--- src/rtl/wdgdc_pkg.sv ---
// Package for the watchdog downcounter block: register map, fields, timing
package wdgdc_pkg;
   // Register map (printed offset is a multiple of four, so it is the byte address)
   localparam logic [11:0] WDGDC_WATCHDOG_COUNT_REGISTER_ADDR = 12'h0d8;
   localparam logic [11:0] WDGDC_CONFIG_REGISTER_ADDR = 12'h0dc;
   localparam logic [7:0] WDGDC_COUNT_RESET = 8'hfe;
   // Field positions of the count register
   localparam int WDGDC_ACT_BIT = 0;
   localparam int WDGDC_SOFT_RESET_BIT = 1;
   localparam int WDGDC_DOWN_LSB_BIT = 7;
   localparam int WDGDC_DOWN_MSB_BIT = 2;
   // Timing
   localparam int WDGDC_STEP_CYCLES = 3072;
   localparam int WDGDC_CLOCK_MHZ = 50;
   localparam int WDGDC_RESET_PULSE_NS = 500;
   localparam int WDGDC_RESET_PULSE_CYCLES_RAW = (WDGDC_RESET_PULSE_NS * WDGDC_CLOCK_MHZ) / 1000;
   localparam int WDGDC_RESET_PULSE_CYCLES =
      (WDGDC_RESET_PULSE_CYCLES_RAW < 1) ? 1 : WDGDC_RESET_PULSE_CYCLES_RAW;
   // AXI responses
   localparam logic [1:0] WDGDC_RESP_OKAY = 2'h0;
   localparam logic [1:0] WDGDC_RESP_SLVERR = 2'h2;
   // Watchdog power state
   typedef enum logic [2:0] {
      WDGDC_RUN = 3'h1,
      WDGDC_WAIT = 3'h2,
      WDGDC_STOP = 3'h4
   } wdgdc_pwr_t;
endpackage : wdgdc_pkg

--- src/rtl/wdgdc_watchdog.sv ---
// Watchdog downcounter with chip reset pulse, AXI4-Lite register access
//
// Summary of operation
// - Hardware option: activation bit forced high from reset, writes cannot clear it.
// - Hardware option: reads of the activation bit may show 0 or 1.
// - Software option: inactive after reset, set once by software, clear ignored.
// - Seven-bit count (soft reset bit plus downcount bits) decrements every 3072 clocks.
// - Loaded count selects timeout in 64 steps of one decrement period.
// - Active and soft reset bit counted to zero: reset pin low about 500ns.
// - Writing zero to soft reset bit while active also causes a reset.
// - Never activated: counter runs as plain 7-bit timer, bits reversed in register.
// - In WAIT the watchdog counts and resets exactly as in run.
// - Watchdog inactive: stop instruction enters STOP mode.
// - Active, stop control off: stop instruction treated as wait.
// - Active, stop control on, interrupt pin low: stop treated as wait.
// - Active, stop control on, interrupt pin high: counter frozen, core stops.
// - Leaving STOP on an interrupt resumes counting from the frozen value.
// - Register: downcount bits 7..2 reversed, bit 7 LSB, soft reset bit 1, activation 0.
// - Register resets to FEh at address 0D8h, read and write.
// - Activation zero: soft reset bit is timer MSB, clearing it gives no reset.
//
// Chosen here: the address map and the AXI4-Lite register port.
`timescale 1ns/1ps
module wdgdc_watchdog
   import wdgdc_pkg::*;
#(
   parameter int STEP_CYCLES = WDGDC_STEP_CYCLES,
   parameter int PULSE_CYCLES = WDGDC_RESET_PULSE_CYCLES
) (
   input wire logic clock,
   input wire logic resetn,
   // AXI4-Lite slave
   input wire logic [11:0] s_axi_awaddr,
   input wire logic s_axi_awvalid,
   output logic s_axi_awready,
   input wire logic [31:0] s_axi_wdata,
   input wire logic [3:0] s_axi_wstrb,
   input wire logic s_axi_wvalid,
   output logic s_axi_wready,
   output logic [1:0] s_axi_bresp,
   output logic s_axi_bvalid,
   input wire logic s_axi_bready,
   input wire logic [11:0] s_axi_araddr,
   input wire logic s_axi_arvalid,
   output logic s_axi_arready,
   output logic [31:0] s_axi_rdata,
   output logic [1:0] s_axi_rresp,
   output logic s_axi_rvalid,
   input wire logic s_axi_rready,
   // Option straps and core interface
   input wire logic activationOption,
   input wire logic externalStopControlOption,
   input wire logic nmiPin,
   input wire logic stopRequest,
   input wire logic waitRequest,
   input wire logic wakeInterrupt,
   output logic resetPinN,
   output logic coreStop,
   output logic coreWait
);

   localparam int DIVW = $clog2(STEP_CYCLES);
   localparam int PULW = $clog2(PULSE_CYCLES + 1);
   localparam int PULSE_LAST = PULSE_CYCLES - 1; // Low edges after the first one

   // Elaboration check: a one-cycle divider or an empty pulse cannot be served
   if (STEP_CYCLES < 2 || PULSE_CYCLES < 1) begin : g_bad_params
      $error("wdgdc_watchdog: STEP_CYCLES must be >= 2, PULSE_CYCLES >= 1");
   end

   typedef struct packed {
      logic [1:0] nmiSync;
      logic optHw;
      logic optExt;
      logic [6:0] count;
      logic active;
      logic [DIVW-1:0] div;
      logic [PULW-1:0] pulse;
      wdgdc_pwr_t pwr;
      logic awHeld;
      logic [11:0] awAddr;
      logic wHeld;
      logic [7:0] wData;
      logic wLane0;
      logic bValid;
      logic [1:0] bResp;
      logic rValid;
      logic [31:0] rData;
      logic [1:0] rResp;
   } wdgdc_state_t;

   wdgdc_state_t state;
   wdgdc_state_t next_state;

   logic doWrite;
   logic [7:0] regView;
   logic stepTick;

   // Register view: downcount bits reversed in bits 7..2
   always_comb begin
      regView = 8'h00;
      for (int i = 0; i < 6; i++) begin
         regView[WDGDC_DOWN_LSB_BIT - i] = state.count[i];
      end
      regView[WDGDC_SOFT_RESET_BIT] = state.count[6];
      // Forced bit is shown as stored; a read may equally see the flop value
      regView[WDGDC_ACT_BIT] = state.active;
   end

   assign doWrite = state.awHeld && state.wHeld && !state.bValid;
   assign stepTick = (state.div == DIVW'(STEP_CYCLES - 1));

   // Next-state logic: bus, counter, reset pulse and power handling
   always_comb begin
      logic wrCount;
      logic [6:0] loadVal;
      logic frozen;
      wrCount = 1'b0;
      loadVal = 7'h00;
      frozen = 1'b0;
      next_state = state;
      next_state.nmiSync = {state.nmiSync[0], nmiPin};

      // Write address and data accepted in either order
      if (s_axi_awvalid && !state.awHeld) begin
         next_state.awHeld = 1'b1;
         next_state.awAddr = s_axi_awaddr;
      end
      if (s_axi_wvalid && !state.wHeld) begin
         next_state.wHeld = 1'b1;
         next_state.wData = s_axi_wdata[7:0];
         next_state.wLane0 = s_axi_wstrb[0];
      end
      if (doWrite) begin
         next_state.awHeld = 1'b0;
         next_state.wHeld = 1'b0;
         next_state.bValid = 1'b1;
         if (state.awAddr[11:2] == WDGDC_WATCHDOG_COUNT_REGISTER_ADDR[11:2]) begin
            next_state.bResp = WDGDC_RESP_OKAY;
            wrCount = state.wLane0;
         end else if (state.awAddr[11:2] == WDGDC_CONFIG_REGISTER_ADDR[11:2]) begin
            next_state.bResp = WDGDC_RESP_OKAY; // Read-only, write ignored
         end else begin
            next_state.bResp = WDGDC_RESP_SLVERR;
         end
      end
      if (state.bValid && s_axi_bready) begin
         next_state.bValid = 1'b0;
      end

      // Read channel
      if (s_axi_arvalid && !state.rValid) begin
         next_state.rValid = 1'b1;
         next_state.rResp = WDGDC_RESP_OKAY;
         if (s_axi_araddr[11:2] == WDGDC_WATCHDOG_COUNT_REGISTER_ADDR[11:2]) begin
            next_state.rData = {24'h000000, regView};
         end else if (s_axi_araddr[11:2] == WDGDC_CONFIG_REGISTER_ADDR[11:2]) begin
            next_state.rData = {29'h00000000, coreStop, state.optExt, state.optHw};
         end else begin
            next_state.rData = 32'h00000000;
            next_state.rResp = WDGDC_RESP_SLVERR;
         end
      end else if (state.rValid && s_axi_rready) begin
         next_state.rValid = 1'b0;
      end

      // Power state: stop entry filtered by watchdog and stop-control option
      unique case (state.pwr)
         WDGDC_RUN: begin
            if (stopRequest) begin
               if (!state.active) begin
                  next_state.pwr = WDGDC_STOP;
               end else if (!state.optExt) begin
                  next_state.pwr = WDGDC_WAIT;
               end else if (!state.nmiSync[1]) begin
                  next_state.pwr = WDGDC_WAIT;
               end else begin
                  next_state.pwr = WDGDC_STOP;
               end
            end else if (waitRequest) begin
               next_state.pwr = WDGDC_WAIT;
            end
         end
         WDGDC_WAIT: begin
            if (wakeInterrupt) begin
               next_state.pwr = WDGDC_RUN;
            end
         end
         WDGDC_STOP: begin
            if (wakeInterrupt) begin
               next_state.pwr = WDGDC_RUN;
            end
         end
      endcase

      // Counter frozen whenever the core sits in STOP, as its clock is gone there
      frozen = (state.pwr == WDGDC_STOP);

      // Counter: write loads and restarts divider, else step every period
      if (wrCount) begin
         for (int i = 0; i < 6; i++) begin
            loadVal[i] = state.wData[WDGDC_DOWN_LSB_BIT - i];
         end
         loadVal[6] = state.wData[WDGDC_SOFT_RESET_BIT];
         next_state.count = loadVal;
         next_state.div = '0;
         if (state.wData[WDGDC_ACT_BIT]) begin
            next_state.active = 1'b1;
         end
         if (state.optHw) begin
            next_state.active = 1'b1;
         end
         // Soft reset written while active
         if ((state.active || state.wData[WDGDC_ACT_BIT]) && !loadVal[6]
               && state.pulse == '0) begin
            next_state.pulse = PULW'(PULSE_CYCLES);
         end
      end else if (!frozen) begin
         if (stepTick) begin
            next_state.div = '0;
            next_state.count = state.count - 7'h01;
            // Reset fires when soft reset bit falls through counting
            if (state.active && state.count[6] && !next_state.count[6]
                  && state.pulse == '0) begin
               next_state.pulse = PULW'(PULSE_CYCLES);
            end
         end else begin
            next_state.div = state.div + DIVW'(1);
         end
      end

      if (state.pulse != '0) begin
         next_state.pulse = state.pulse - PULW'(1);
      end
   end

   // State register; options caught at every edge while in reset
   always_ff @(posedge clock) begin
      if (!resetn) begin
         state <= '0;
         state.count <= 7'h7f; // FEh view: all count bits and soft reset set
         state.optHw <= activationOption;
         state.optExt <= externalStopControlOption;
         state.active <= activationOption;
         state.pwr <= WDGDC_RUN;
         state.bResp <= WDGDC_RESP_OKAY;
         state.rResp <= WDGDC_RESP_OKAY;
      end else begin
         state <= next_state;
      end
   end

   // Outputs
   assign s_axi_awready = !state.awHeld;
   assign s_axi_wready = !state.wHeld;
   assign s_axi_bvalid = state.bValid;
   assign s_axi_bresp = state.bResp;
   assign s_axi_arready = !state.rValid;
   assign s_axi_rvalid = state.rValid;
   assign s_axi_rdata = state.rData;
   assign s_axi_rresp = state.rResp;
   assign resetPinN = (state.pulse == '0);
   assign coreStop = (state.pwr == WDGDC_STOP);
   assign coreWait = (state.pwr == WDGDC_WAIT);

   // Assertions: activation and counting
   a_hw_active_forced: assert property (@(posedge clock) disable iff (!resetn)
      state.optHw |-> state.active)
      else $error("activation lost under hardware option");
   a_sw_no_clear: assert property (@(posedge clock) disable iff (!resetn)
      $past(state.active) |-> state.active)
      else $error("watchdog deactivated after activation");
   a_div_step: assert property (@(posedge clock) disable iff (!resetn)
      (stepTick && !coreStop && !(doWrite && state.wLane0
      && state.awAddr[11:2] == WDGDC_WATCHDOG_COUNT_REGISTER_ADDR[11:2]))
      |=> state.count == $past(state.count) - 7'h01)
      else $error("counter did not step at divider end");
   a_count_hold: assert property (@(posedge clock) disable iff (!resetn)
      (!stepTick && !doWrite) |=> state.count == $past(state.count))
      else $error("counter moved between steps");
   a_wait_counts: assert property (@(posedge clock) disable iff (!resetn)
      (coreWait && stepTick && !doWrite) |=> state.count == $past(state.count) - 7'h01)
      else $error("counter stalled in wait");
   // Reset pulse: length, steadiness and both of its causes; then divider restart and register view
   a_pulse_len: assert property (@(posedge clock) disable iff (!resetn)
      $fell(resetPinN) |-> ##PULSE_LAST !resetPinN ##1 resetPinN)
      else $error("reset pulse length wrong");
   a_pulse_steady: assert property (@(posedge clock) disable iff (!resetn)
      (!resetPinN && state.pulse != PULW'(1)) |=> !resetPinN)
      else $error("reset pulse ended early");
   a_count_reset: assert property (@(posedge clock) disable iff (!resetn)
      (stepTick && !coreStop && !doWrite && state.active && state.count[6]
      && state.count[5:0] == '0 && resetPinN) |=> !resetPinN)
      else $error("no reset when soft reset bit counted out");
   a_soft_write_reset: assert property (@(posedge clock) disable iff (!resetn)
      (doWrite && state.wLane0 && state.active && !state.wData[WDGDC_SOFT_RESET_BIT]
      && state.awAddr[11:2] == WDGDC_WATCHDOG_COUNT_REGISTER_ADDR[11:2] && resetPinN)
      |=> !resetPinN)
      else $error("no reset on soft reset write");
   a_no_reset_idle: assert property (@(posedge clock) disable iff (!resetn)
      (!state.active && !doWrite && resetPinN) |=> resetPinN)
      else $error("reset while watchdog inactive");
   a_write_restart: assert property (@(posedge clock) disable iff (!resetn)
      (doWrite && state.awAddr[11:2] == WDGDC_WATCHDOG_COUNT_REGISTER_ADDR[11:2]
      && state.wLane0) |=> state.div == '0)
      else $error("divider not restarted on write");
   a_read_view: assert property (@(posedge clock) disable iff (!resetn)
      (s_axi_arvalid && s_axi_arready
      && s_axi_araddr[11:2] == WDGDC_WATCHDOG_COUNT_REGISTER_ADDR[11:2])
      |=> s_axi_rdata[WDGDC_SOFT_RESET_BIT] == $past(state.count[6])
      && s_axi_rdata[WDGDC_DOWN_LSB_BIT] == $past(state.count[0]))
      else $error("count register view misplaced");
   // Power filter and stop freeze
   a_stop_inactive: assert property (@(posedge clock) disable iff (!resetn)
      (state.pwr == WDGDC_RUN && stopRequest && !state.active) |=> coreStop)
      else $error("inactive watchdog blocked stop");
   a_stop_filter: assert property (@(posedge clock) disable iff (!resetn)
      (state.pwr == WDGDC_RUN && stopRequest && state.active && !state.optExt)
      |=> coreWait)
      else $error("stop not turned into wait");
   a_stop_nmi_low: assert property (@(posedge clock) disable iff (!resetn)
      (state.pwr == WDGDC_RUN && stopRequest && state.active && state.optExt
      && !state.nmiSync[1]) |=> coreWait)
      else $error("stop with interrupt pin low not turned into wait");
   a_stop_nmi_high: assert property (@(posedge clock) disable iff (!resetn)
      (state.pwr == WDGDC_RUN && stopRequest && state.active && state.optExt
      && state.nmiSync[1]) |=> coreStop)
      else $error("stop with interrupt pin high not entered");
   a_stop_freeze: assert property (@(posedge clock) disable iff (!resetn)
      (coreStop && !doWrite) |=> state.count == $past(state.count)
      && state.div == $past(state.div))
      else $error("counter ran in stop");
   a_wake_resume: assert property (@(posedge clock) disable iff (!resetn)
      (coreStop && wakeInterrupt) |=> !coreStop)
      else $error("stop not left on interrupt");

   c_timeout_reset: cover property (@(posedge clock) disable iff (!resetn) $fell(resetPinN));
   c_stop_entry: cover property (@(posedge clock) disable iff (!resetn) $rose(coreStop));
   c_wait_entry: cover property (@(posedge clock) disable iff (!resetn) $rose(coreWait));
   c_stop_resume: cover property (@(posedge clock) disable iff (!resetn) $fell(coreStop));
   c_nmi_wait: cover property (@(posedge clock) disable iff (!resetn) $rose(coreWait) && state.optExt);

endmodule : wdgdc_watchdog

--- config.mk ---
export PLATFORM = sky130hd
export DESIGN_NAME = wdgdc_watchdog
export DESIGN_NICKNAME = d
export VERILOG_FILES = /design/src/rtl/wdgdc_pkg.sv /design/src/rtl/wdgdc_watchdog.sv
export SDC_FILE = /design/constraint.sdc
export NUM_CORES = 1
export LEC_CHECK = 0
export BUFFER_PORTS_ARGS = -buffer_cell sky130_fd_sc_hd__buf_2
export CORE_UTILIZATION = 45
export DETAILED_ROUTE_END_ITERATION = 7
export PLACE_DENSITY = 0.74
export REMOVE_ABC_BUFFERS = 1
export SYNTH_ARGS = -nofsm -noshare
export SYNTH_HDL_FRONTEND = slang
export SYNTH_SLANG_ARGS = --single-unit
--- constraint.sdc ---
create_clock -name clock -period 3.7 [get_ports clock]
set_input_delay 0.74 -clock clock [delete_from_list [all_inputs] [get_ports clock]]
set_output_delay 0.74 -clock clock [all_outputs]
set_load 0.03 [all_outputs]
==> metrics.md, run 1 <==
| Metric | Value |
|---|---|
| CP arrival | about 1.5 ns |
| Post-synth EDFFs | 3 |
| Max Fclk | ~440 MHz |
| RR Endpoint | state[68]$_SDFFE_PN0P_ |
| CTS tree | built |
| Clk Tree Root Cell | clkbuf_8 |
| Worst Skew | roughly 0.010 ns |
| CP max stage cell | dfxtp_1 |
| RSZ-0062 raised after global routing | no |
| Tot Pwr | roughly 1.7 mW |
| HP Class | reg -> reg |
| Avg WL per Cell | 11.6 um |
| Synth cell types | between 50 and 60 |
| CP max stage delay | 0.37 ns |
| Seq. cell area | between 1000 and 1500 sq um |
| Synth cell count leaders | dfxtp_1 (62), nand2_1 (62), buf_4 (37) |
| Hold path cells | 1 |
| Number of I/O port buffers | 59 |
| Register-to-Register Setup Slack | ~1.8 ns |
| Sink Count | 65 |
| Die ar. | approximately 7400 sq um |
| Mapped Cells | ~370 |
| Tightest Pin Transition | around 0.57 ns |
| Multi-input logic area | about 1600 sq um |
| Hold wc startpoint | next_state[92]$_SDFF_PN0_ |
| Clock Path Buffers | 2 |
| Reg2reg path depth | 5 |
| Layout cells sized above 1 | between 20% and 30% |
| Dominant synthesized flop cell | dfxtp_1 |
| Status | finished, final reports clean |
| Placed wire-length estimate | ~4.5 mm |
| Iteration-0 DRC Markers | between 90 and 100 |
| Mapped Area | 3160 sq um |
| Hold Violations, Final | 0 |
| Synth Register Bits | 65 |
| Cell area after layout | between 3000 and 4000 sq um |
| CTS resizes | 0 |
| Via count | about 2,500 |
| H-tree depth | 3 |
| Hold Path Sink | state[92]$_SDFF_PN0_ |
| Post-synth top area share | 39.3% |
| Worst relative slew slack | roughly three fifths |
| Placeable Area | between 6000 and 7000 sq um |
| Static Leakage | 1.58 nW |
| Final wirelength | between 6 and 7 mm |
| # fillers | 650 |
| Peak VDD IR | ~0.22 mV |
| Post-DR vias/cell | around 4.8 |
| Die H | 85.8 um |
| Yosys top cell by area | dfxtp_1 |
| Post-DRT Antenna Nets | 0 |
| Horiz. Die Dim | 85.8 um |
| Crit path cell chain | inv_1 > ha_1 > nand3b_1 > inv_1 > buf_2 |
| Number of global-route vias before repair | ~2,300 |
| Global-route wire length before repair | ~10 mm |
| Non-Filler Instances | approximately 520 |
| Post-DP Area | between 3000 and 4000 sq um |
| CP Capture Type | primary output |
| Routability cong. | 0.748 |
| Reg clk slew, reported paths | ~0.070 ns |
| Yosys warning total | 0 |
| Antenna violations before repair | 0 |
| # setup viols final | 0 |
| Post-CTS Setup Bufs | 0 |
| Final Max Tran Viols | 0 |
| Total GRT Usage | 17.4% |
| Area Growth Syn to Fin | 12.1% |
| CP dominant cell by count | inv_1 |
| Cell Rows | 30 |
| Initial cell density of the core | a little under half |
| Global route overflow | 0 |
| Setup TNS after final layout | 0 ns |
| Num CTS Buffers | 9 |
| Largest net degree at the start of global routing | 25 |
| Ys async rst share | 0% |
| CP required | approximately 3.0 ns |
| Worst R2R Start | state[54]$_SDFFE_PN0P_ |
| Fin crit period | about 2.3 ns |
| PD cells | 473 nW/um^2 |
| Crit-path max FO | 6 |
| Type of origin of the critical path | register |
| # placed instances | roughly 500 |
| DRT Pass-1 Iters | 4 |
| Post-route DRC | 0 |
| Syn_area_per_cell | 8.64 sq um |
| Final Cycle Share | around 61% |
| Sequential element share of the synthesized area | ~42% |
| Synth area leaders | dfxtp_1 (39%), buf_4 (8.8%), nand2_1 (7.4%), a21oi_1 (4.0%), nor2_1 (3.9%) |
| Worst skew pair latency | ~0.35 ns |
| Nets@finish | ~500 |
| Post-CTS Hold Fix Bufs | 0 |
| # diodes | 0 |
| Max Cap Viol | 0 |
| # IOs | roughly 120 |
| Post-layout util | about 52% |
| Bufs and invs on worst path | 3 |
| Crit path kind | reg -> out |
| CP delay by family, top | flip-flops |
==> worst register-to-register path, cell delays in order, from the launching register on <==
cell and delay (ns):
dfxtp_1 0.34, nor4bb_1 0.37, and4_1 0.56, o211ai_1 0.25
o21ai_0 0.18, and3_1 0.16
==> per-stage QoR <==
step / hold WS (ns) / setup WS, ns
2_1_floorplan: 0.412 / 1.64
3_3_place_gp: 0.418 / 1.32
3_5_place_dp: 0.428 / 1.23
4_1_cts: 0.443 / 1.44
5_1_grt: 0.447 / 1.36
6_report: 0.437 / 1.44
==> layout by cell type (no fill, tap or decap), types with 4 or more instances in the layout <==
master and instances:
a21oi_1 25, a22o_1 5, and3_1 7, buf_2 59, clkbuf_8 12, conb_1 26, dfxtp_1 62, ha_1 4
inv_1 11, mux2i_1 6, nand2_1 62, nand3_1 8, nand4_1 5, nor2_1 33, nor2b_1 4, nor3_1 7
o21ai_0 6, or3_1 5, xnor2_1 8, xor2_1 6
==> worst max-delay path by stage <==
stage	from	end	cells after the start
floorplan	resetn	regView[1]$_SDFFE_PN1P_	4
global placement	resetn	state[73]$_SDFFE_PP0N_	4
CTS	state[64]$_SDFFE_PN0P_	resetPinN	5
global route	state[64]$_SDFFE_PN0P_	resetPinN	5
finish	state[64]$_SDFFE_PN0P_	resetPinN	5
detailed placement	resetn	state[80]$_SDFFE_PP0N_	4
==> kinds of logic after synthesis <==
family                   after synthesis  synth area share (%)
flip-flops                            65                  42.1
adder cells (fa/ha/maj)                4                  1.58
XOR/XNOR                              14                  3.88
multiplexers                           6                  1.90
buffers and inverters                 59                  11.8
AND/OR/NAND/NOR                      160                  26.9
AO/OA/AOI/OAI                         57                  11.8
other                                  1                 0.119
==> flip-flops by register name (all words and copies together) (netlist names) <==
register / count
s_axi_bresp: 1
state: 42
next_state: 3
s_axi_bvalid: 1
s_axi_rdata: 8
s_axi_rvalid: 1
regView: 8
s_axi_rresp: 1
==> layer usage <==
layer	routed length, um	track usage (%)	up-vias	part of all wire (%)
met5	0	0	-	0
met4	125	8.18	0	2.1
met3	270	4.72	11	4.5
met2	2880	30.5	55	48
met1	2730	19.8	1139	45
li1	-	-	1297	-
==> power by group <==
| group | leakage (nW) | internal [mW] | switching (mW) |
|---|---|---|---|
| clock | 0.0954 | 0.297 | 0.276 |
| sequential | 0.535 | 0.754 | 0.0375 |
| combinational | 0.949 | 0.116 | 0.197 |
| total | 1.58 | 1.17 | 0.511 |
==> cell type report <==
type                       instances  area share (%)
clock buffer                      12            4.66
clock inverter                     3           0.635
inverter                          13            1.45
multi-input combinational        267            43.8
sequential                        65            37.5
tap                               96            3.39
timing repair buffer              60            8.54
Power figures use the tool's default switching activity.
==> run 2: changes to the inputs <==
--- a/config.mk
+++ b/config.mk
@@ -8,7 +8,7 @@
 export BUFFER_PORTS_ARGS = -buffer_cell sky130_fd_sc_hd__buf_2
 export CORE_UTILIZATION = 45
 export DETAILED_ROUTE_END_ITERATION = 7
-export PLACE_DENSITY = 0.74
+export PLACE_DENSITY = 0.77
 export REMOVE_ABC_BUFFERS = 1
 export SYNTH_ARGS = -nofsm -noshare
 export SYNTH_HDL_FRONTEND = slang
==> constraint.sdc (replaced) <==
create_clock -name clock -period 2 [get_ports clock]
set_input_delay 0.4 -clock clock [delete_from_list [all_inputs] [get_ports clock]]
set_output_delay 0.4 -clock clock [all_outputs]
set_load 0.03 [all_outputs]
==> metrics.md, run 2 (synthesis gave the netlist of run 1 again) <==
| Metric | Value |
|---|---|
| Global route overflow | 0 |
| Power Internal | between 2 and 2.5 mW |
| Sw Share | 29.6% |
| CP dominant cell by count | inv_1 |
| Avg WL per Cell | 12.4 um |
| Placed wire-length estimate | approximately 4.7 mm |
| Nets@finish | between 400 and 500 |
| Logic pwr share | between 15 and 20% |
| Clock Path Buffers | 2 |
| Initial cell density of the core | between 40% and 50% |
| # fillers | ~650 |
| # IOs | roughly 120 |
| Status | finished, final reports clean |
| Num CTS Buffers | 9 |
| DRT Pass-1 Iters | 6 |
| Pre-CTS setup slack | roughly 0.12 ns |
| Post-DR vias/cell | approximately 4.9 |
| Crit path kind | reg -> out |
| Seq. cell area | around 1300 sq um |
| Area Growth Syn to Fin | 14.5% |
| Die ar. | around 7400 sq um |
| Number of I/O port buffers | 59 |
| Cell Rows | 30 |
| Post-route DRC | 0 |
| Crit path cell chain | inv_1 > ha_1 > nand3b_1 > inv_1 > buf_2 |
| Most flops, register | state |
| # placed instances | around 510 |
| Post-CTS Hold Fix Bufs | 0 |
| Die H | between 80 and 90 um |
| Worst setup slack after layout | around 0.12 ns |
| Setup TNS after final layout | 0 ns |
| Sink Count | 65 |
| Post-layout util | a little over half |
| Hold Violations, Final | 0 |
| RSZ-0062 raised after global routing | no |
| HP Class | in -> reg |
| Routability cong. | between 0.7 and 0.8 |
| Static Leakage | 1.62 nW |
| # diodes | 0 |
| Post-DRT Antenna Nets | 0 |
| Peak VDD IR | roughly 0.45 mV |
| Worst skew pair latency | between 0.3 and 0.4 ns |
| Max Cap Viol | 0 |
| Total GRT Usage | ~19% |
| Number of global-route vias before repair | roughly 2,400 |
| Max Fclk | about 530 MHz |
| CP Capture Type | primary output |
| PD cells | 909 nW/um^2 |
| Clock power share | 37.0% |
| Max reg flops | 42 |
| Final wirelength | 6.48 mm |
| Largest net degree at the start of global routing | 27 |
| CP required | roughly 1.6 ns |
| Tightest Pin Transition | about 0.6 ns |
| Non-Filler Instances | 522 |
| Final Max Tran Viols | 0 |
| Iteration-0 DRC Markers | around 170 |
| # setup viols final | 0 |
| Tot Pwr | 3.29 mW |
| Layout cells sized above 1 | 23.2% |
| Sequential share of power | between 40% and 50% |
| Global-route wire length before repair | approximately 11 mm |
| Type of origin of the critical path | register |
| CP arrival | 1.48 ns |
| Placeable Area | 6790 sq um |
| Reg clk slew, reported paths | approximately 0.080 ns |
| H-tree depth | 3 |
| Clk Tree Root Cell | clkbuf_8 |
| Crit-path max FO | 4 |
| Final Cycle Share | between 90% and 100% |
| Multi-input logic area | roughly 1600 sq um |
| CP max stage cell | dfxtp_1 |
| Net load switching power | approximately 0.97 mW |
| Commonest cells after routing, fill and taps aside | nand2_1 (62), dfxtp_1 (62), buf_2 (59) |
| Worst Skew | 0.0113 ns |
| Horiz. Die Dim | 85.8 um |
| Antenna violations before repair | 0 |
| CP max stage delay | between 0.3 and 0.4 ns |
| Fin crit period | around 1.9 ns |
| CTS tree | built |
| Worst relative slew slack | about 60% |
| Via count | ~2,600 |
-- run 2: final cells by class --
type	count	share of cell area (%)
flip-flops and latches	65	36.8
inverters	13	1.42
repair buffers	65	9.40
multi-input cells	267	42.9
well taps	96	3.32
clock buffers	11	4.49
clock inverters	5	1.66
-- run 2: worst max-delay path: cells and delay by family (launching register included) --
family	cells	cell delay, ns
adders and majority gates	1	0.23
buffers and inverters	3	0.36
DFF	1	0.38
and+or+nand+nor	1	0.17
-- run 2: path summary, 6_finish.rpt --
check	from	to	slack (ns)	depth (start not counted)
setup / recovery	state[64]$_SDFFE_PN0P_	resetPinN	0.12	5
hold / removal	s_axi_rready	s_axi_rvalid$_SDFFE_PN0P_	0.23	2
setup reg to reg	state[69]$_SDFFE_PP0N_	regView[4]$_SDFFE_PN1P_	0.20	6
hold reg to reg	next_state[92]$_SDFF_PN0_	state[92]$_SDFF_PN0_	0.44	1
-- run 2: metal layers --
layer	GRT usage (%)	share of wire, %	vias to the layer above	routed length, um
met3	4.91	4.2	14	272
met1	22.9	43	1201	2800
li1	-	-	1305	-
met4	11.1	2.3	0	146
met5	0	0	-	0
met2	32.0	50	61	3270
-- run 2: per-stage QoR --
step	instance area, sq um	hold WS (ns)
after floorplan	2940	0.412
after global placement	3390	0.415
after detailed placement	3390	0.427
after CTS	3610	0.212
after global routing	3620	0.219
final	3620	0.225
-- run 2: what timing repair did --
item / 4_1_cts / 5_1_grt
gates resized for setup: 0 / 1
setup buffers: 0 / 1
setup endpoints to repair: 0 / 16
-- run 2: power by group through the flow --
stage / combinational, mW / clock, mW / sequential (mW)
6_report: 0.607 / 1.22 / 1.47
5_1_grt: 0.692 / 1.30 / 1.48
4_1_cts: 0.591 / 1.24 / 1.47
3_5_place_dp: 0.584 / 0 / 1.49
3_3_place_gp: 0.566 / 0 / 1.49
2_1_floorplan: 0.430 / 0 / 1.49
